--- config.mk ---
export PLATFORM = sky130hd
export DESIGN_NAME = osc_ctrl
export DESIGN_NICKNAME = d
export VERILOG_FILES = /design/src/include/osc_pkg.sv /design/src/core/osc_disp_div.sv /design/src/core/osc_ctrl.sv
export SDC_FILE = /design/constraint.sdc
export NUM_CORES = 1
export LEC_CHECK = 0
export ABC_AREA = 1
export BUFFER_PORTS_ARGS = -buffer_cell sky130_fd_sc_hd__buf_2
export CORE_MARGIN = 2
export CORE_UTILIZATION = 35
export DETAILED_ROUTE_END_ITERATION = 10
export GPL_ROUTABILITY_DRIVEN = 0
export HOLD_SLACK_MARGIN = 0.1
export PLACE_DENSITY_LB_ADDON = 0.12
export SETUP_SLACK_MARGIN = 0.5
export SLEW_MARGIN = 20
export SYNTH_ARGS = -nofsm -noshare
export SYNTH_HDL_FRONTEND = slang
export SYNTH_SLANG_ARGS = --single-unit
--- constraint.sdc ---
create_clock -name clk_sys -period 4.55 [get_ports clk_sys]
set_input_delay 0.455 -clock clk_sys [delete_from_list [all_inputs] [get_ports clk_sys]]
set_output_delay 0.455 -clock clk_sys [all_outputs]
set_load 0.01 [all_outputs]
--- src/include/osc_pkg.sv ---
/*
 * Shared constants of the oscillator switch and PLL control block: register
 * offsets, field positions, reset values, source encodings and timing counts.
 * Assumes a 20 MHz system clock and a 32-bit Avalon-MM register bus.
 */
package osc_pkg;

	// Register byte offsets on the Avalon-MM bus.
	localparam logic [3:0] OSC_OFS_CONTROL = 4'h0;
	localparam logic [3:0] OSC_OFS_CLOCK_DIVIDER_CONTROL = 4'h4;
	localparam logic [3:0] OSC_OFS_TRIM = 4'h8;
	localparam logic [3:0] OSC_OFS_DISPDIV = 4'hc;

	// Oscillator control register field positions.
	localparam int OSC_ACT_LSB = 12;
	localparam int OSC_TGT_LSB = 8;
	localparam int OSC_LOCK_BIT = 5;
	localparam int OSC_FAIL_BIT = 3;
	localparam int OSC_SEC_BIT = 1;
	localparam int OSC_REQ_BIT = 0;

	// Clock divider register field positions.
	localparam int OSC_PLLON_BIT = 5;
	localparam int OSC_GSEL_BIT = 4;

	// Display divider field position and width.
	localparam int OSC_DDIV_LSB = 9;
	localparam int OSC_DDIV_W = 7;

	// Trim field width.
	localparam int OSC_TRIM_W = 6;

	// Unlock key bytes for the two halves of the control register.
	localparam logic [7:0] OSC_KEY_HI_A = 8'h78;
	localparam logic [7:0] OSC_KEY_HI_B = 8'h9a;
	localparam logic [7:0] OSC_KEY_LO_A = 8'h46;
	localparam logic [7:0] OSC_KEY_LO_B = 8'h57;

	// Reset values.
	localparam logic [15:0] OSC_CLOCK_DIVIDER_CONTROL_RST = 16'h0100;
	localparam logic [15:0] OSC_TRIM_RST = 16'h0000;
	localparam logic [15:0] OSC_DDIV_RST = 16'h0000;

	// Cycles of the new clock counted before changeover.
	localparam int OSC_SWITCH_CYCLES = 10;

	// Start-up and lock wait times, in nanoseconds, and derived cycle counts.
	localparam int OSC_CLK_NS = 50;
	localparam int OSC_OST_NS = 51200;
	localparam int OSC_LOCK_NS = 100000;
	localparam int OSC_OST_CYC = (OSC_OST_NS + OSC_CLK_NS - 1) / OSC_CLK_NS;
	localparam int OSC_LOCK_CYC = (OSC_LOCK_NS + OSC_CLK_NS - 1) / OSC_CLK_NS;

	// Clock source encodings of the active and target source fields.
	localparam logic [2:0] OSC_SRC_FRC = 3'h0;
	localparam logic [2:0] OSC_SRC_FAST_RC_WITH_PLL = 3'h1;
	localparam logic [2:0] OSC_SRC_PRI = 3'h2;
	localparam logic [2:0] OSC_SRC_PRIPLL = 3'h3;
	localparam logic [2:0] OSC_SRC_SEC = 3'h4;
	localparam logic [2:0] OSC_SRC_LOW_POWER_RC = 3'h5;
	localparam logic [2:0] OSC_SRC_FRC16 = 3'h6;
	localparam logic [2:0] OSC_SRC_FRCDIV = 3'h7;

	// Sequencer states, one-hot.
	typedef enum logic [4:0] {
		OSC_ST_IDLE = 5'b00001,
		OSC_ST_START = 5'b00010,
		OSC_ST_LOCK = 5'b00100,
		OSC_ST_COUNT = 5'b01000,
		OSC_ST_DONE = 5'b10000
	} osc_state_e;

endpackage

--- src/core/osc_disp_div.sv ---
/*
 * Display clock divisor decoder: maps the 7-bit divider code to a divisor
 * in quarter units and emits a one-cycle enable at that average rate.
 * Assumes the caller gates it with the PLL enable.
 */
`timescale 1ns/10ps
`default_nettype none

module osc_disp_div
	import osc_pkg::*;
(
	// Clock and reset.
	input wire logic clk_sys,
	input wire logic rst,
	// Control.
	input wire logic run,
	input wire logic [OSC_DDIV_W-1:0] code,
	// Result.
	output logic [8:0] divisor_q4,
	output logic tick
);

	logic [8:0] quarters;
	logic [8:0] acc_q;

	////////////////////////////////////////////////////////////////////////
	// RULE_06 divisor code map
	always_comb begin
		if (code <= 7'h40) begin
			quarters = 9'h004 + {2'h0, code};
		end else if (code <= 7'h60) begin
			quarters = 9'h044 + {1'h0, code - 7'h40, 1'b0};
		end else begin
			quarters = 9'h084 + {code - 7'h60, 2'h0};
		end
	end

	assign divisor_q4 = quarters;

	// Fractional divider: adds four quarters per input cycle, so the
	// enable rate averages input/divisor; jitter is the price of no PLL.
	always_ff @(posedge clk_sys) begin
		if (rst || !run) begin
			acc_q <= 9'h000;
			tick <= 1'b0;
		end else if (acc_q + 9'h004 >= quarters) begin
			acc_q <= acc_q + 9'h004 - quarters;
			tick <= 1'b1;
		end else begin
			acc_q <= acc_q + 9'h004;
			tick <= 1'b0;
		end
	end

endmodule

`default_nettype wire

--- src/core/osc_ctrl.sv ---
/*
 * Oscillator switch sequencer and 96 MHz PLL control with an Avalon-MM
 * register slave. Assumes oscillator ready levels come from other clock
 * domains and are synchronised here; configuration straps are static.
 */
// The implementer's own choices: the Avalon-MM slave port and the placing of the registers.
`timescale 1ns/10ps
`default_nettype none

// Function
// RULE_01 - PLL must run whenever USB or graphics is enabled.
// RULE_02 - Clock divider bit 5 turns the PLL on or off.
// RULE_03 - Configuration override enables PLL; otherwise the software bit does.
// RULE_04 - Bit 4 selects 96 MHz or 48 MHz branch for graphics.
// RULE_05 - Six-bit trim is signed; zero is centre frequency.
// RULE_06 - Display divisor steps 0.25, then 0.5, then 1, up to 64.
// RULE_07 - On 48 MHz branch every display frequency is halved.
// RULE_08 - Display divider only takes effect with PLL enabled.
// RULE_09 - Unprogrammed switch config disables switching and fail-safe monitor.
// RULE_10 - Switching disabled: target ignored, active shows initial config.
// RULE_11 - Switching disabled: request bit has no effect, reads zero.
// RULE_12 - High byte writable only after keys 78h then 9Ah.
// RULE_13 - Low byte writable only after keys 46h then 57h.
// RULE_14 - Equal active and target sources abort and clear request.
// RULE_15 - Valid switch start clears lock flag and clock fail flag.
// RULE_16 - Start target; wait start-up timer for crystal, lock for PLL.
// RULE_17 - Count ten new-clock cycles, then change over.
// RULE_18 - On completion clear request and copy target to active.
// RULE_19 - Stop old source unless watchdog, fail-safe or secondary enable hold it.
// RULE_20 - Software must not switch directly between the two PLL modes.
// RULE_21 - PLL multiplies 4 MHz by 24 to 96 MHz, three branches.
// RULE_22 - Software sets prescaler config so its output is 4 MHz.
// RULE_23 - Source codes: FAST_INTERNAL_RC, FAST_RC_WITH_PLL, primary, primary PLL, SECONDARY_OSC, LOW_POWER_RC, FAST_INTERNAL_RC/16, FRCDIV.
module osc_ctrl
	import osc_pkg::*;
#(
	parameter int OST_CYCLES = OSC_OST_CYC,
	parameter int LOCK_CYCLES = OSC_LOCK_CYC
)(
	// Clock and reset.
	input wire logic clk_sys,
	input wire logic rst,
	// Avalon-MM slave.
	input wire logic [3:0] avs_address,
	input wire logic avs_read,
	input wire logic avs_write,
	input wire logic [31:0] avs_writedata,
	input wire logic [3:0] avs_byteenable,
	output logic [31:0] avs_readdata,
	output logic avs_waitrequest,
	// Configuration straps.
	input wire logic switch_allow_config,
	input wire logic pll_config_override,
	input wire logic [2:0] initial_source_config,
	input wire logic wdt_enabled,
	// Ready and failure levels from the oscillators, asynchronous.
	input wire logic [7:0] src_ready_async,
	input wire logic clk_fail_async,
	// Oscillator and clock tree controls.
	output logic [7:0] src_run_q,
	output logic [2:0] sys_clk_sel_q,
	output logic pll_run_q,
	output logic gfx_sel_96_q,
	output logic disp_clk_en_q,
	output logic [OSC_TRIM_W-1:0] rc_trim_q,
	output logic failsafe_monitor_q
);

	localparam int CW = 20;

	// Both waits share one counter of CW bits, so larger counts cannot be served.
	if (OST_CYCLES < 1 || LOCK_CYCLES < 1 ||
		OST_CYCLES >= 2 ** CW || LOCK_CYCLES >= 2 ** CW) begin : g_bad_wait
		$error("osc_ctrl: wait counts out of range");
	end

	logic [7:0] rdy_s1_q;
	logic [7:0] rdy_s2_q;
	logic fail_s1_q;
	logic fail_s2_q;
	logic [15:0] clock_divider_control_q;
	logic [15:0] trim_q;
	logic [15:0] ddiv_q;
	logic [2:0] active_q;
	logic [2:0] target_q;
	logic req_q;
	logic lock_q;
	logic fail_q;
	logic sec_on_q;
	logic [1:0] key_hi_q;
	logic [1:0] key_lo_q;
	logic ack_q;
	logic [CW-1:0] cnt_q;
	logic [2:0] old_q;
	logic [3:0] tick_cnt_q;
	osc_state_e state_q;
	logic switch_en;
	logic acc;
	logic wr_ctl_hi;
	logic wr_ctl_lo;
	logic disp_tick;
	logic [8:0] disp_q4;
	logic tgt_pll;
	logic tgt_xtal;

	////////////////////////////////////////////////////////////////////////
	// Two-stage synchronisers for the oscillator ready and failure levels.
	always_ff @(posedge clk_sys) begin
		rdy_s1_q <= src_ready_async;
		rdy_s2_q <= rdy_s1_q;
		fail_s1_q <= clk_fail_async;
		fail_s2_q <= fail_s1_q;
	end

	// RULE_09 switching enable strap
	assign switch_en = ~switch_allow_config;
	// RULE_23 source code decode
	assign tgt_pll = (target_q == OSC_SRC_FAST_RC_WITH_PLL) || (target_q == OSC_SRC_PRIPLL);
	assign tgt_xtal = (target_q == OSC_SRC_PRI) || (target_q == OSC_SRC_PRIPLL) ||
		(target_q == OSC_SRC_SEC);

	////////////////////////////////////////////////////////////////////////
	// Bus handshake: one wait cycle, then the access completes.
	assign acc = (avs_read || avs_write) && !ack_q;
	assign avs_waitrequest = ~ack_q;

	always_ff @(posedge clk_sys) begin
		if (rst) begin
			ack_q <= 1'b0;
		end else begin
			ack_q <= acc;
		end
	end

	// Completing write strobes into the control register halves.
	assign wr_ctl_hi = ack_q && avs_write && avs_address == OSC_OFS_CONTROL && avs_byteenable[1];
	assign wr_ctl_lo = ack_q && avs_write && avs_address == OSC_OFS_CONTROL && avs_byteenable[0];

	// Read data, registered in the wait cycle so it stands at the ack edge.
	always_ff @(posedge clk_sys) begin
		if (rst) begin
			avs_readdata <= 32'h00000000;
		end else if (acc && avs_read) begin
			case (avs_address)
				// RULE_11 request reads zero when disabled
				OSC_OFS_CONTROL: avs_readdata <= {17'h00000, active_q, 1'b0, target_q,
					2'h0, lock_q, 1'b0, fail_q, 1'b0, sec_on_q, req_q & switch_en};
				OSC_OFS_CLOCK_DIVIDER_CONTROL: avs_readdata <= {16'h0000, clock_divider_control_q};
				OSC_OFS_TRIM: avs_readdata <= {16'h0000, trim_q};
				OSC_OFS_DISPDIV: avs_readdata <= {16'h0000, ddiv_q};
				default: avs_readdata <= 32'h00000000;
			endcase
		end
	end

	////////////////////////////////////////////////////////////////////////
	// RULE_12 high byte unlock keys
	always_ff @(posedge clk_sys) begin
		if (rst) begin
			key_hi_q <= 2'h0;
		end else if (wr_ctl_hi) begin
			if (avs_writedata[15:8] == OSC_KEY_HI_A) begin
				key_hi_q <= 2'h1;
			end else if (key_hi_q == 2'h1 && avs_writedata[15:8] == OSC_KEY_HI_B) begin
				key_hi_q <= 2'h2;
			end else begin
				key_hi_q <= 2'h0;
			end
		end else if (ack_q) begin
			key_hi_q <= 2'h0;
		end
	end

	// RULE_13 low byte unlock keys
	always_ff @(posedge clk_sys) begin
		if (rst) begin
			key_lo_q <= 2'h0;
		end else if (wr_ctl_lo) begin
			if (avs_writedata[7:0] == OSC_KEY_LO_A) begin
				key_lo_q <= 2'h1;
			end else if (key_lo_q == 2'h1 && avs_writedata[7:0] == OSC_KEY_LO_B) begin
				key_lo_q <= 2'h2;
			end else begin
				key_lo_q <= 2'h0;
			end
		end else if (ack_q) begin
			key_lo_q <= 2'h0;
		end
	end

	////////////////////////////////////////////////////////////////////////
	// Target source field; RULE_10 ignored while switching is disabled.
	always_ff @(posedge clk_sys) begin
		if (rst) begin
			target_q <= OSC_SRC_FRC;
		end else if (wr_ctl_hi && key_hi_q == 2'h2 && switch_en) begin
			target_q <= avs_writedata[OSC_TGT_LSB +: 3];
		end
	end

	// Secondary oscillator enable is plain software state.
	always_ff @(posedge clk_sys) begin
		if (rst) begin
			sec_on_q <= 1'b0;
		end else if (wr_ctl_lo && key_lo_q == 2'h2) begin
			sec_on_q <= avs_writedata[OSC_SEC_BIT];
		end
	end

	// Plain software registers.
	always_ff @(posedge clk_sys) begin
		if (rst) begin
			clock_divider_control_q <= OSC_CLOCK_DIVIDER_CONTROL_RST;
			trim_q <= OSC_TRIM_RST;
			ddiv_q <= OSC_DDIV_RST;
		end else if (ack_q && avs_write) begin
			case (avs_address)
				OSC_OFS_CLOCK_DIVIDER_CONTROL: clock_divider_control_q <= avs_writedata[15:0] & 16'hfff0;
				// RULE_05 signed trim field stored
				OSC_OFS_TRIM: trim_q <= {10'h000, avs_writedata[OSC_TRIM_W-1:0]};
				OSC_OFS_DISPDIV: ddiv_q <= avs_writedata[15:0] & 16'hfe00;
				default: ;
			endcase
		end
	end

	////////////////////////////////////////////////////////////////////////
	// Switch sequencer.
	always_ff @(posedge clk_sys) begin
		if (rst) begin
			state_q <= OSC_ST_IDLE;
			req_q <= 1'b0;
			active_q <= OSC_SRC_FRC;
			old_q <= OSC_SRC_FRC;
			cnt_q <= '0;
			tick_cnt_q <= 4'h0;
		end else if (!switch_en) begin
			// RULE_10 active follows initial config
			state_q <= OSC_ST_IDLE;
			req_q <= 1'b0;
			active_q <= initial_source_config;
		end else begin
			case (state_q)
				OSC_ST_IDLE: begin
					if (wr_ctl_lo && key_lo_q == 2'h2 && avs_writedata[OSC_REQ_BIT]) begin
						// RULE_14 redundant switch abort
						if (target_q == active_q) begin
							req_q <= 1'b0;
						end else begin
							req_q <= 1'b1;
							old_q <= active_q;
							cnt_q <= '0;
							state_q <= OSC_ST_START;
						end
					end
				end
				// RULE_16 start-up timer wait
				OSC_ST_START: begin
					if (rdy_s2_q[target_q] && (!tgt_xtal ||
						cnt_q >= CW'(OST_CYCLES))) begin
						cnt_q <= '0;
						state_q <= tgt_pll ? OSC_ST_LOCK : OSC_ST_COUNT;
					end else begin
						cnt_q <= cnt_q + 1'b1;
					end
				end
				// RULE_16 PLL lock wait
				OSC_ST_LOCK: begin
					if (cnt_q >= CW'(LOCK_CYCLES)) begin
						tick_cnt_q <= 4'h0;
						state_q <= OSC_ST_COUNT;
					end else begin
						cnt_q <= cnt_q + 1'b1;
					end
				end
				// RULE_17 ten new-clock cycles
				OSC_ST_COUNT: begin
					if (tick_cnt_q == 4'(OSC_SWITCH_CYCLES - 1)) begin
						state_q <= OSC_ST_DONE;
					end else begin
						tick_cnt_q <= tick_cnt_q + 4'h1;
					end
				end
				// RULE_18 complete and copy target
				OSC_ST_DONE: begin
					req_q <= 1'b0;
					active_q <= target_q;
					tick_cnt_q <= 4'h0;
					state_q <= OSC_ST_IDLE;
				end
				default: state_q <= OSC_ST_IDLE;
			endcase
		end
	end

	// Lock flag; RULE_15 cleared at a valid switch start.
	always_ff @(posedge clk_sys) begin
		if (rst) begin
			lock_q <= 1'b0;
		end else if (state_q == OSC_ST_IDLE && wr_ctl_lo && key_lo_q == 2'h2 &&
			avs_writedata[OSC_REQ_BIT] && target_q != active_q && switch_en) begin
			lock_q <= 1'b0;
		end else if (state_q == OSC_ST_LOCK && cnt_q >= CW'(LOCK_CYCLES)) begin
			lock_q <= 1'b1;
		end else if (state_q == OSC_ST_IDLE && active_q != OSC_SRC_FAST_RC_WITH_PLL &&
			active_q != OSC_SRC_PRIPLL) begin
			lock_q <= 1'b0;
		end
	end

	// Clock fail flag; RULE_15 cleared at start, but a new failure wins.
	always_ff @(posedge clk_sys) begin
		if (rst) begin
			fail_q <= 1'b0;
		end else if (fail_s2_q && switch_en) begin
			fail_q <= 1'b1;
		end else if (state_q == OSC_ST_IDLE && wr_ctl_lo && key_lo_q == 2'h2 &&
			avs_writedata[OSC_REQ_BIT] && target_q != active_q) begin
			fail_q <= 1'b0;
		end else if (wr_ctl_lo && key_lo_q == 2'h2 && !avs_writedata[OSC_FAIL_BIT]) begin
			fail_q <= 1'b0;
		end
	end

	////////////////////////////////////////////////////////////////////////
	// RULE_19 oscillator run enables
	always_ff @(posedge clk_sys) begin
		if (rst) begin
			src_run_q <= 8'h01;
		end else begin
			for (int i = 0; i < 8; i++) begin
				src_run_q[i] <= (3'(i) == active_q) ||
					(3'(i) == target_q && state_q != OSC_ST_IDLE) ||
					(3'(i) == OSC_SRC_LOW_POWER_RC && (wdt_enabled || switch_en)) ||
					(3'(i) == OSC_SRC_SEC && sec_on_q);
			end
		end
	end

	// System clock select follows the active field.
	always_ff @(posedge clk_sys) begin
		if (rst) begin
			sys_clk_sel_q <= OSC_SRC_FRC;
		end else begin
			sys_clk_sel_q <= active_q;
		end
	end

	// RULE_01 RULE_02 RULE_03 RULE_21 PLL enable with override
	always_ff @(posedge clk_sys) begin
		if (rst) begin
			pll_run_q <= 1'b0;
			gfx_sel_96_q <= 1'b0;
			rc_trim_q <= '0;
			failsafe_monitor_q <= 1'b0;
		end else begin
			pll_run_q <= pll_config_override | clock_divider_control_q[OSC_PLLON_BIT];
			// RULE_04 graphics branch select
			gfx_sel_96_q <= clock_divider_control_q[OSC_GSEL_BIT];
			rc_trim_q <= trim_q[OSC_TRIM_W-1:0];
			// RULE_09 monitor follows the strap
			failsafe_monitor_q <= switch_en;
		end
	end

	////////////////////////////////////////////////////////////////////////
	// RULE_08 divider runs only with PLL on
	osc_disp_div u_disp_div (
		.clk_sys(clk_sys),
		.rst(rst),
		.run(pll_run_q),
		.code(ddiv_q[OSC_DDIV_LSB +: OSC_DDIV_W]),
		.divisor_q4(disp_q4),
		.tick(disp_tick)
	);

	// RULE_07 output enable marks the divided branch; the 48 MHz halving
	// is applied by the branch itself, which gfx_sel_96_q selects.
	always_ff @(posedge clk_sys) begin
		if (rst) begin
			disp_clk_en_q <= 1'b0;
		end else begin
			disp_clk_en_q <= disp_tick && pll_run_q && disp_q4 != 9'h000;
		end
	end

	// RULE_14 abort leaves sequencer idle
	a_abort_idle: assert property (@(posedge clk_sys) disable iff (rst)
		(state_q == OSC_ST_IDLE && wr_ctl_lo && key_lo_q == 2'h2 && switch_en &&
		avs_writedata[OSC_REQ_BIT] && target_q == active_q) |=> state_q == OSC_ST_IDLE)
		else $error("redundant switch did not abort");

	// RULE_17 count phase length
	a_count_ten: assert property (@(posedge clk_sys) disable iff (rst || !switch_en)
		$rose(state_q == OSC_ST_COUNT) |-> (state_q == OSC_ST_COUNT) [*8] ##1
		(state_q == OSC_ST_COUNT) [*2] ##1 state_q == OSC_ST_DONE)
		else $error("changeover count is not ten cycles");

	// RULE_18 completion copies target
	a_done_copy: assert property (@(posedge clk_sys) disable iff (rst || !switch_en)
		state_q == OSC_ST_DONE |=> active_q == $past(target_q) && !req_q)
		else $error("completed switch did not update source");

	// RULE_11 request reads zero when disabled
	a_req_zero: assert property (@(posedge clk_sys) disable iff (rst)
		!switch_en |=> !req_q)
		else $error("request set while switching disabled");

	// RULE_03 PLL override
	a_pll_override: assert property (@(posedge clk_sys) disable iff (rst)
		pll_config_override |=> pll_run_q)
		else $error("override did not enable the PLL");

	// RULE_15 lock cleared on start
	a_lock_clear: assert property (@(posedge clk_sys) disable iff (rst)
		$rose(state_q == OSC_ST_START) |-> !lock_q)
		else $error("lock flag not cleared at switch start");

	// RULE_08 no display enable without PLL
	a_disp_gate: assert property (@(posedge clk_sys) disable iff (rst)
		!pll_run_q |=> !disp_clk_en_q)
		else $error("display clock ran without PLL");

	// RULE_12 high byte locked without keys
	a_hi_locked: assert property (@(posedge clk_sys) disable iff (rst)
		(wr_ctl_hi && key_hi_q != 2'h2) |=> target_q == $past(target_q))
		else $error("target written without unlock");

endmodule

`default_nettype wire

==> key figures, run 1 <==
Timing
  – Final clock skew: 0.00883 ns
  – Hold Fails Final Rpt: 0
  – Crit share post-route: 0.760
  – Unrepaired setup endpoints after global routing: false
  – Pins Over Slew Limit: 0
  – # setup viols final: 0
  – Slew headroom: 0.543
  – Fmax: 0.289 GHz
  – Final min period: 3.46 ns
  – Least-Margin Pin Slew: 0.684 ns
  – Hold slack: 0.129 ns
  – Setup TNS: 0 ns

Die
  – Rows: 51
  – Die height: 144 um
  – Die area: 0.0209 mm^2
  – Core area: 0.0194 mm^2
  – DIE WIDTH: 144 um
  – Initial core utilization: 0.356
  – # IOs: 113

Clocking
  – Hold buffers post-CTS: 0
  – Root buffer cell: clkbuf_16
  – Post-cts resize count: 0
  – CTS Buffer Depth: 2
  – H-tree depth: 4
  – Post-CTS Setup Inserts: 0
  – Clock Latency Late Sink: 0.43 ns
  – CTS buffer count: 17
  – Sink Count: 134
  – Clk slew on worst S/H paths: 0.07 ns
  – CTS tree: done

Worst setup path
  – Element type at the critical path end: flip-flop
  – Worst path buffer plus inverter count: 2
  – Slowest CP cell: nand4_1
  – Most frequent CP cell: nand2_1
  – Worst Path Arrival: 3.74 ns
  – CP max FO: 19
  – Critical path class: flip-flop to flip-flop
  – Top Family by Delay on Critical Path: compound AO/OA/AOI/OAI gates
  – Max incr delay on CP: 0.57 ns
  – CP Cell Sequence: inv_1 > ha_1 > nand3_1 > o21ai_2 > inv_1 > o211ai_1 > nand2_1 > ha_1 > nand2_1 > nand2_1 > o21ai_0 > nand4_1 > o21ai_0 > a21oi_1
  – Worst setup SP type: flip-flop
  – Worst Path Required: 4.84 ns

Pwr
  – Leak: 3.42 nW
  – Maximum vdd drop: 0.282 mV
  – PD cells: 356 mW/mm^2

Yosys
  – Async set or reset register ratio after synthesis: 0
  – Synthesized flop and latch total: 134
  – Syn avg cell area: 7.13 um^2
  – Post-synthesis sequential area ratio: 0.388
  – Post-synthesis cell count: 969
  – Post-synth EDFFs: 0
  – Synth cell types: 48
  – Synthesis Warnings: 0
  – Synth Flop Type: dfxtp_1
  – Mapped Area: 0.00691 mm^2

Final layout
  – Most common cell after layout, fill and taps aside: nand2_1
  – Filler cells: 2,124
  – Most frequent cells in the layout: nand2_1 (208), dfxtp_1 (134), nor2_1 (96)
  – Layout Utilization: 0.414
  – N_diodes: 0
  – Nets@finish: 1,118
  – Multi-input gate area: 0.00362 mm^2
  – Area occupied by registers: 0.00268 mm^2
  – Synth-to-layout area growth: 16.4%
  – Share of layout cells above drive strength 1: 0.132

Place
  – Port-buffer cells: 78
  – Detailed placer's ending HPWL: 13.7 mm

Global route
  – GR Overflow Total: 0
  – First-pass GRT wire length: 29.8 mm
  – GRT Total Usage: 0.184
  – Vias in the first global route: 5,783
  – Initial antenna violation count: 0
  – Largest net degree at the start of global routing: 55

Route
  – Via count: 6,312
  – Antenna Nets Post-Route: 0
  – Routed WL: 18.5 mm
  – Initial DRC count: 445
  – DR WL/cell: 14.1 um
  – DRT Pass-1 Iters: 5
  – Residual DRC: 0
  – Number of vias per cell: 4.81

Run
  – Max-cap violations: 0

Min path
  – Hold Crit Class: primary input to flip-flop

Outcome
  – Status: complete, no violations
[stage by stage]
| step | std cells | total power [mW] | worst slack [ns] | instance area [um^2] |
|---|---|---|---|---|
| floorplan | 984 | 1.39 | 1.94 | 6960 |
| global placement | 1282 | 1.46 | 1.10 | 7420 |
| detailed placement | 1282 | 1.46 | 1.06 | 7420 |
| CTS | 1313 | 2.90 | 1.05 | 8040 |
| global route | 1313 | 2.98 | 0.659 | 8040 |
| finish | 1313 | 2.86 | 1.09 | 8040 |
[worst paths after layout]
| check | slack (ns) | startpoint | end | cells after the start |
|---|---|---|---|---|
| worst max-delay path | 1.09 | ddiv_q[9] | u_disp_div.acc_q[5] | 14 |
| worst min-delay path | 0.13 | src_ready_async[5] | rdy_s1_q[5] | 1 |
| worst max register to register | 1.09 | ddiv_q[9] | u_disp_div.acc_q[5] | 14 |
| worst min register to register | 0.33 | rdy_s1_q[4] | rdy_s2_q[4] | 0 |
[flip-flops by register name (all words and copies together), names as in the netlist, 4 cells and up]
| name | flops |
|---|---|
| cnt_q | 20 |
| avs_readdata | 16 |
| clock_divider_control_q | 12 |
| u_disp_div.acc_q | 9 |
| rdy_s1_q | 8 |
| rdy_s2_q | 8 |
| src_run_q | 8 |
| ddiv_q | 7 |
| rc_trim_q | 6 |
| trim_q | 6 |
| state_q | 5 |
| tick_cnt_q | 4 |
[synth_stat cells, types with 7 or more instances]
library cell | number | area, um^2
clkbuf_1 | 14 | 52.6
nand2_1 | 208 | 781
nand3_1 | 69 | 345
inv_1 | 93 | 349
xor2_1 | 26 | 228
nor2_1 | 96 | 360
buf_2 | 13 | 65.1
buf_4 | 20 | 150
a21oi_2 | 7 | 61.3
ha_1 | 22 | 275
nand4_1 | 19 | 119
nor3_1 | 9 | 45.0
dfxtp_1 | 134 | 2680
nand3b_1 | 7 | 52.6
o21ai_0 | 75 | 375
a21oi_1 | 87 | 435
o22ai_1 | 7 | 43.8
[area by class of cell]
class	instances	area share
clock buffers	18	0.0547
flip-flops and latches	134	0.334
clock inverters	13	0.0215
repair buffers	81	0.0514
multi-input cells	703	0.450
well taps	265	0.0413
inverters	99	0.0469
[power breakdown]
part	total (mW)	switching, mW	internal [mW]	leakage (nW)
clock	1.43	0.549	0.881	0.297
sequential	1.21	0.0124	1.20	1.09
combinational	0.219	0.146	0.0731	2.03
[logic make-up after synthesis]
kind of cell | after synthesis | share of synthesized area
other | 1 | 0.000543
adder cells (fa/ha/maj) | 23 | 0.0428
AND/OR/NAND/NOR | 428 | 0.270
flip-flops | 134 | 0.388
buffers and inverters | 147 | 0.0955
XOR/XNOR | 32 | 0.0406
AO/OA/AOI/OAI | 204 | 0.162
[worst register-to-register path: cells and delay by family (launching register included)]
kind / cells / cell delay [ns]
and+or+nand+nor: 5 / 0.97
adders and majority gates: 2 / 0.54
DFF: 1 / 0.37
AOI/OAI and AO/OA: 5 / 1.07
buffers and inverters: 2 / 0.38
[per-layer routing]
layer | wire (um) | share of wire | track usage
met1 | 9170 | 0.50 | 0.251
met2 | 8260 | 0.45 | 0.293
met3 | 833 | 0.045 | 0.0404
met4 | 260 | 0.014 | 0.0501
met5 | 0 | 0 | 0
(Power assumes the default switching activity.)
==> run 2: changes to the inputs <==
- clock period: 4.55 -> 2.95 ns (I/O delays scaled with it)
==> run 2 against run 1 <==
Against the previous run:
- fmax grew 36%
- worst hold slack lost 0.0045 ns
- clock skew grew 0.0016 ns
- cell count grew 3.7%
- setup slack lost 0.68 ns
- sequential share of layout area shrank 2.2 points
- total power grew 53%
- die area is the same
- clock-buffer cell count is the same
- combinational power grew 97%
==> key figures, run 2 (synthesized netlist as in run 1, its figures left out) <==
Outcome
  – Status: complete, no violations (unchanged)

Min path
  – Min-delay src: avs_writedata[6] (was src_ready_async[5])
  – Hold Crit Class: primary input to flip-flop (unchanged)

Clocking
  – CTS tree: done (unchanged)
  – Clock Latency Late Sink: 0.43 ns (about the same)
  – Sink Count: 134 (unchanged)
  – CTS Buffer Depth: 2 (unchanged)
  – Clk slew on worst S/H paths: 0.06 ns (was 0.07 ns)
  – CTS buffer count: 17 (unchanged)
  – H-tree depth: 4 (unchanged)
  – Root buffer cell: clkbuf_16 (unchanged)

Global route
  – Vias in the first global route: 6,168 (was 5,783)
  – GRT Total Usage: 0.195 (was 0.184)
  – M2 GR Usage: 0.321 (was 0.293)
  – Met1 GRT Util: 0.254 (was 0.251)
  – Initial antenna violation count: 2 (was 0)
  – Largest net degree at the start of global routing: 55 (unchanged)
  – First-pass GRT wire length: 31.6 mm (was 29.8 mm)
  – GRT busiest layer: met2 (unchanged)
  – GR Util met3: 0.0430 (was 0.0404)
  – GR Overflow Total: 0 (unchanged)

Die
  – Die area: 0.0209 mm^2 (unchanged)
  – # IOs: 113 (unchanged)
  – Core area: 0.0194 mm^2 (unchanged)
  – Die height: 144 um (unchanged)
  – DIE WIDTH: 144 um (unchanged)
  – Initial core utilization: 0.356 (unchanged)
  – Rows: 51 (unchanged)

Final layout
  – Share of layout cells above drive strength 1: 0.203 (was 0.132)
  – N_diodes: 0 (unchanged)
  – Nets@finish: 1,165 (was 1,118)
  – Post-route cell area: 0.00865 mm^2 (was 0.00804 mm^2)
  – Most frequent cells in the layout: nand2_1 (202), dfxtp_1 (129), nor2_1 (94) (was nand2_1 (208), dfxtp_1 (134), nor2_1 (96))
  – Synth-to-layout area growth: 25.3% (was 16.4%)
  – Multi-input gate area: 0.00388 mm^2 (was 0.00362 mm^2)
  – Filler cells: 2,071 (was 2,124)
  – Area occupied by registers: 0.00270 mm^2 (was 0.00268 mm^2)
  – Top Registers: cnt_q: 20 flops, avs_readdata: 16 flops, clock_divider_control_q: 12 flops (unchanged)
  – Largest register FFs: 20 (unchanged)
  – Most common cell after layout, fill and taps aside: nand2_1 (unchanged)
  – Biggest register: cnt_q (unchanged)

Route
  – Initial DRC count: 338 (was 445)
  – Routed WL: 19.9 mm (was 18.5 mm)
  – Antenna Nets Post-Route: 0 (unchanged)
  – DR WL/cell: 14.6 um (was 14.1 um)
  – Number of vias per cell: 4.86 (was 4.81)
  – DRT Pass-1 Iters: 6 (was 5)
  – Via count: 6,617 (was 6,312)
  – Residual DRC: 0 (unchanged)

Timing
  – Fmax: 0.394 GHz (was 0.289 GHz)
  – Least-Margin Pin Slew: 0.681 ns (was 0.684 ns)
  – # setup viols final: 0 (unchanged)
  – Unrepaired setup endpoints after global routing: true (was false)
  – Slew headroom: 0.546 (was 0.543)
  – Setup TNS: 0 ns (unchanged)
  – Pins Over Slew Limit: 0 (unchanged)
  – Final clock skew: 0.0105 ns (was 0.00883 ns)
  – Hold Fails Final Rpt: 0 (unchanged)
  – Final min period: 2.54 ns (was 3.46 ns)
  – Crit share post-route: 0.860 (was 0.760)
  – PnR worst setup slack: 0.414 ns (was 1.09 ns)

Pwr
  – P_sw: 1.17 mW (was 0.708 mW)
  – Register share of total power: 0.427 (was 0.424)
  – PD cells: 506 mW/mm^2 (was 356 mW/mm^2)
  – Clock power share: 0.475 (was 0.500)
  – Sw frac: 0.267 (was 0.247)
  – Gate power share: 0.099 (was 0.077)
  – Internal power: 3.21 mW (was 2.15 mW)
  – Leak: 3.65 nW (was 3.42 nW)
  – Maximum vdd drop: 0.408 mV (was 0.282 mV)

Run
  – Max-cap violations: 0 (unchanged)

Place
  – Post-Place Cell Area: 0.00758 mm^2 (was 0.00742 mm^2)
  – Dpl ws: 0.122 ns (was 1.06 ns)
  – Detailed placer's ending HPWL: 13.9 mm (was 13.7 mm)
  – Port-buffer cells: 78 (unchanged)

Worst setup path
  – Worst setup SP type: flip-flop (unchanged)
  – CP max FO: 8 (was 19)
  – Worst Path Required: 3.27 ns (was 4.84 ns)
  – Critical path class: flip-flop to flip-flop (unchanged)
  – Setup crit start: ddiv_q[11] (was ddiv_q[9])
  – Worst Path Arrival: 2.85 ns (was 3.74 ns)
  – Worst reg2reg startpoint: ddiv_q[11] (was ddiv_q[9])
  – Element type at the critical path end: flip-flop (unchanged)
==> run 2: cell count changes in the layout (fill, tap and decap cells not counted), sizes merged <==
cell and delta:
buf +35, dlygate4sd3 +11, clkinv -1, inv +4
bufinv -2, o21ai +1
==> run 2: cell type report <==
type	count	share of cell area
Clock buffer	18	0.0496
Clock inverter	14	0.0163
Inverter	99	0.0453
Multi-Input combinational cell	704	0.448
Sequential cell	134	0.312
Tap cell	265	0.0383
Timing Repair Buffer	127	0.0909
==> run 2: power by group through the flow <==
stage	Clock, mW	Combinational, mW	Sequential [mW]
floorplan	0	0.248	1.91
global placement	0	0.357	1.91
detailed placement	0	0.355	1.91
CTS	2.13	0.405	1.87
global route	2.22	0.481	1.87
finish	2.08	0.431	1.87
==> run 2: layer usage <==
layer / share of wire / up-vias / routed length, um
met1: 0.47 / 3023 / 9250
met5: 0.0013 / - / 26
met2: 0.47 / 146 / 9350
met4: 0.017 / 4 / 346
li1: - / 3413 / -
met3: 0.044 / 31 / 883
==> run 2: worst max-delay path: stages, from the launching register on <==
cell and delay [ns]:
dfxtp_4 0.37, inv_4 0.06, ha_4 0.13, nand3_4 0.10, o21ai_4 0.26, nand3b_1 0.11
a21boi_2 0.18, ha_1 0.35, inv_2 0.13, nor3_4 0.05, nand3b_1 0.08, nand4_1 0.18
buf_6 0.20, buf_4 0.13, nand2_1 0.04, inv_1 0.04
==> run 2: metrics by stage <==
step	cells	hold slack, ns	utilization	power (mW)
after global placement	1298	0.312	0.391	2.27
after detailed placement	1298	0.316	0.391	2.27
after floorplan	984	0.310	-	2.16
after CTS	1357	0.105	0.440	4.41
after global routing	1361	0.140	0.446	4.57
final	1361	0.124	0.446	4.38
==> run 2: repair_timing <==
item	in CTS	in global routing
setup buffers	14	4
gates cloned	2	0
setup endpoints to repair	10	10
pin swaps	11	16
hold endpoints to repair	11	0
hold buffers	11	0
resized for setup	40	28
==> run 2: path summary, 6_finish.rpt <==
check / to / slack [ns] / depth (start not counted)
worst max-delay path: u_disp_div.tick / 0.41 / 15
worst min-delay path: clock_divider_control_q[6] / 0.12 / 3
worst max register to register: u_disp_div.tick / 0.41 / 15
worst min register to register: rdy_s2_q[4] / 0.33 / 0
==> run 3: changes to the inputs <==
- CELL_PAD_IN_SITES_DETAIL_PLACEMENT: not set -> 1
- CELL_PAD_IN_SITES_GLOBAL_PLACEMENT: not set -> 1
- SETUP_SLACK_MARGIN: 0.5 -> not set
- SKIP_CTS_REPAIR_TIMING: not set -> 1
==> run 3 against run 2 <==
Against the previous run:
- non-clock buffer count fell by 9
- combinational power shrank 7.4%
- global-route usage grew 1.6 points
- fmax decreased by 7.2%
- critical path type unchanged
==> key figures, run 3 (synthesized netlist as in run 1, its figures left out) <==
Worst setup path
  – Worst Path Arrival: 3.05 ns (was 2.85 ns)
  – Max incr delay on CP: 0.40 ns (was 0.37 ns)
  – Element type at the critical path end: flip-flop (unchanged)
  – Worst Path Required: 3.26 ns (was 3.27 ns)
  – CP Cell Sequence: ha_2 > nand2_1 > inv_1 > nand2_1 > a21o_1 > nand3_1 > nand3_1 > ha_4 > a21o_1 > a31oi_1 > nand4_1 > buf_4 > o21ai_0 > a21oi_1 (was inv_4 > ha_4 > nand3_4 > o21ai_4 > nand3b_1 > a21boi_2 > ha_1 > inv_2 > nor3_4 > nand3b_1 > nand4_1 > buf_6 > buf_4 > nand2_1 > inv_1)
  – Slowest CP cell: dfxtp_2 (was dfxtp_4)
  – CP max FO: 6 (was 8)
  – Worst setup SP type: flip-flop (unchanged)
  – Critical path class: flip-flop to flip-flop (unchanged)
  – R2R setup slack: 0.22 ns (was 0.41 ns)

Clocking
  – Clk slew on worst S/H paths: 0.06 ns (about the same)
  – CTS tree: done (unchanged)
  – H-tree depth: 4 (unchanged)
  – Clock Latency Late Sink: 0.43 ns (about the same)
  – Sink Count: 134 (unchanged)
  – CTS buffer count: 17 (unchanged)
  – Root buffer cell: clkbuf_16 (unchanged)
  – CTS Buffer Depth: 2 (unchanged)

Run
  – Max-cap violations: 0 (unchanged)

Die
  – Initial core utilization: 0.356 (unchanged)
  – Die area: 0.0209 mm^2 (unchanged)
  – Die height: 144 um (unchanged)
  – Rows: 51 (unchanged)
  – Core area: 0.0194 mm^2 (unchanged)
  – # IOs: 113 (unchanged)
  – DIE WIDTH: 144 um (unchanged)

Timing
  – Crit share post-route: 0.926 (was 0.860)
  – Fmax: 0.366 GHz (was 0.394 GHz)
  – Least-Margin Pin Slew: 0.598 ns (was 0.681 ns)
  – # setup viols final: 0 (unchanged)
  – Hold Fails Final Rpt: 0 (unchanged)
  – Setup TNS: 0 ns (unchanged)
  – Slew headroom: 0.600 (was 0.546)
  – Final clock skew: 0.00798 ns (was 0.0105 ns)
  – Pins Over Slew Limit: 0 (unchanged)
  – Hold slack: 0.0899 ns (was 0.124 ns)
  – Final min period: 2.73 ns (was 2.54 ns)

Pwr
  – PD cells: 537 mW/mm^2 (was 506 mW/mm^2)
  – Maximum vdd drop: 0.390 mV (was 0.408 mV)
  – Leak: 3.59 nW (was 3.65 nW)

Route
  – DRT Pass-1 Iters: 4 (was 6)
  – Number of vias per cell: 4.90 (was 4.86)
  – Via count: 6,619 (was 6,617)
  – Initial DRC count: 226 (was 338)
  – Antenna Nets Post-Route: 0 (unchanged)
  – Routed WL: 21.3 mm (was 19.9 mm)
  – Residual DRC: 0 (unchanged)
  – DR WL/cell: 15.8 um (was 14.6 um)

Final layout
  – N_diodes: 0 (unchanged)
  – Top Registers: cnt_q: 20 flops, avs_readdata: 16 flops, clock_divider_control_q: 12 flops (unchanged)
  – Biggest register: cnt_q (unchanged)
  – Synth-to-layout area growth: 22.3% (was 25.3%)
  – Share of layout cells above drive strength 1: 0.170 (was 0.203)
  – Most common cell after layout, fill and taps aside: nand2_1 (unchanged)
  – Most frequent cells in the layout: nand2_1 (208), dfxtp_1 (132), nor2_1 (95) (was nand2_1 (202), dfxtp_1 (129), nor2_1 (94))
  – Largest register FFs: 20 (unchanged)
  – Nets@finish: 1,155 (was 1,165)
  – Finished Layout Cells: 1,351 (was 1,361)

Global route
  – Largest net degree at the start of global routing: 44 (was 55)
  – GR Overflow Total: 0 (unchanged)
  – Vias in the first global route: 6,545 (was 6,168)
  – GRT Total Usage: 0.211 (was 0.195)
  – First-pass GRT wire length: 34.2 mm (was 31.6 mm)
  – Initial antenna violation count: 0 (was 2)

Min path
  – Hold Crit Class: primary input to flip-flop (unchanged)

Place
  – Placed cell count: 1,306 (was 1,298)
  – Port-buffer cells: 78 (unchanged)
  – Detailed placer's ending HPWL: 15.7 mm (was 13.9 mm)

Outcome
  – Status: complete, no violations (unchanged)
run 3: worst max-delay path: cells and delay by family, from the launching register on:
kind	cells	cell delay [ns]
buffers and inverters	2	0.29
DFF	1	0.40
adders and majority gates	2	0.53
AOI/OAI and AO/OA	5	0.72
and+or+nand+nor	5	0.68
run 3: where the power goes:
part / leakage (nW) / total (mW) / internal, mW / switching [mW]
registers: 1.09 / 1.87 / 1.85 / 0.0193
logic: 2.20 / 0.399 / 0.154 / 0.244
clock network: 0.298 / 2.27 / 1.35 / 0.915
run 3: metrics by stage:
stage / power (mW) / setup slack, ns / instance area, um^2 / utilization
final: 4.54 / 0.217 / 8440 / 0.435
after global routing: 4.72 / -0.0357 / 8440 / 0.435
after CTS: 4.55 / -0.0474 / 8220 / 0.424
after detailed placement: 2.28 / -0.00416 / 7600 / 0.392
after global placement: 2.27 / 0.0242 / 7600 / 0.392
after floorplan: 2.15 / 0.343 / 6960 / -
run 3: worst paths after layout:
check	depth (start not counted)	startpoint	end
worst max-delay path	14	ddiv_q[11]	u_disp_div.acc_q[0]
worst min-delay path	3	pll_config_override	pll_run_q
worst max register to register	14	ddiv_q[11]	u_disp_div.acc_q[0]
worst min register to register	0	rdy_s1_q[3]	rdy_s2_q[3]
run 3: cell type report:
cell class	instances	area, um^2
Fill cell	2501	11000
Multi-Input combinational cell	703	3710
Sequential cell	134	2690
Timing Repair Buffer	118	721
Clock buffer	17	425
Inverter	99	377
Tap cell	265	332
Clock inverter	15	191
run 3: metal layers:
layer | routed length, um | part of all wire | track usage
met1 | 10500 | 0.49 | 0.292
met3 | 693 | 0.033 | 0.0301
met5 | 0 | 0 | 0
met4 | 301 | 0.014 | 0.0685
met2 | 9800 | 0.46 | 0.339
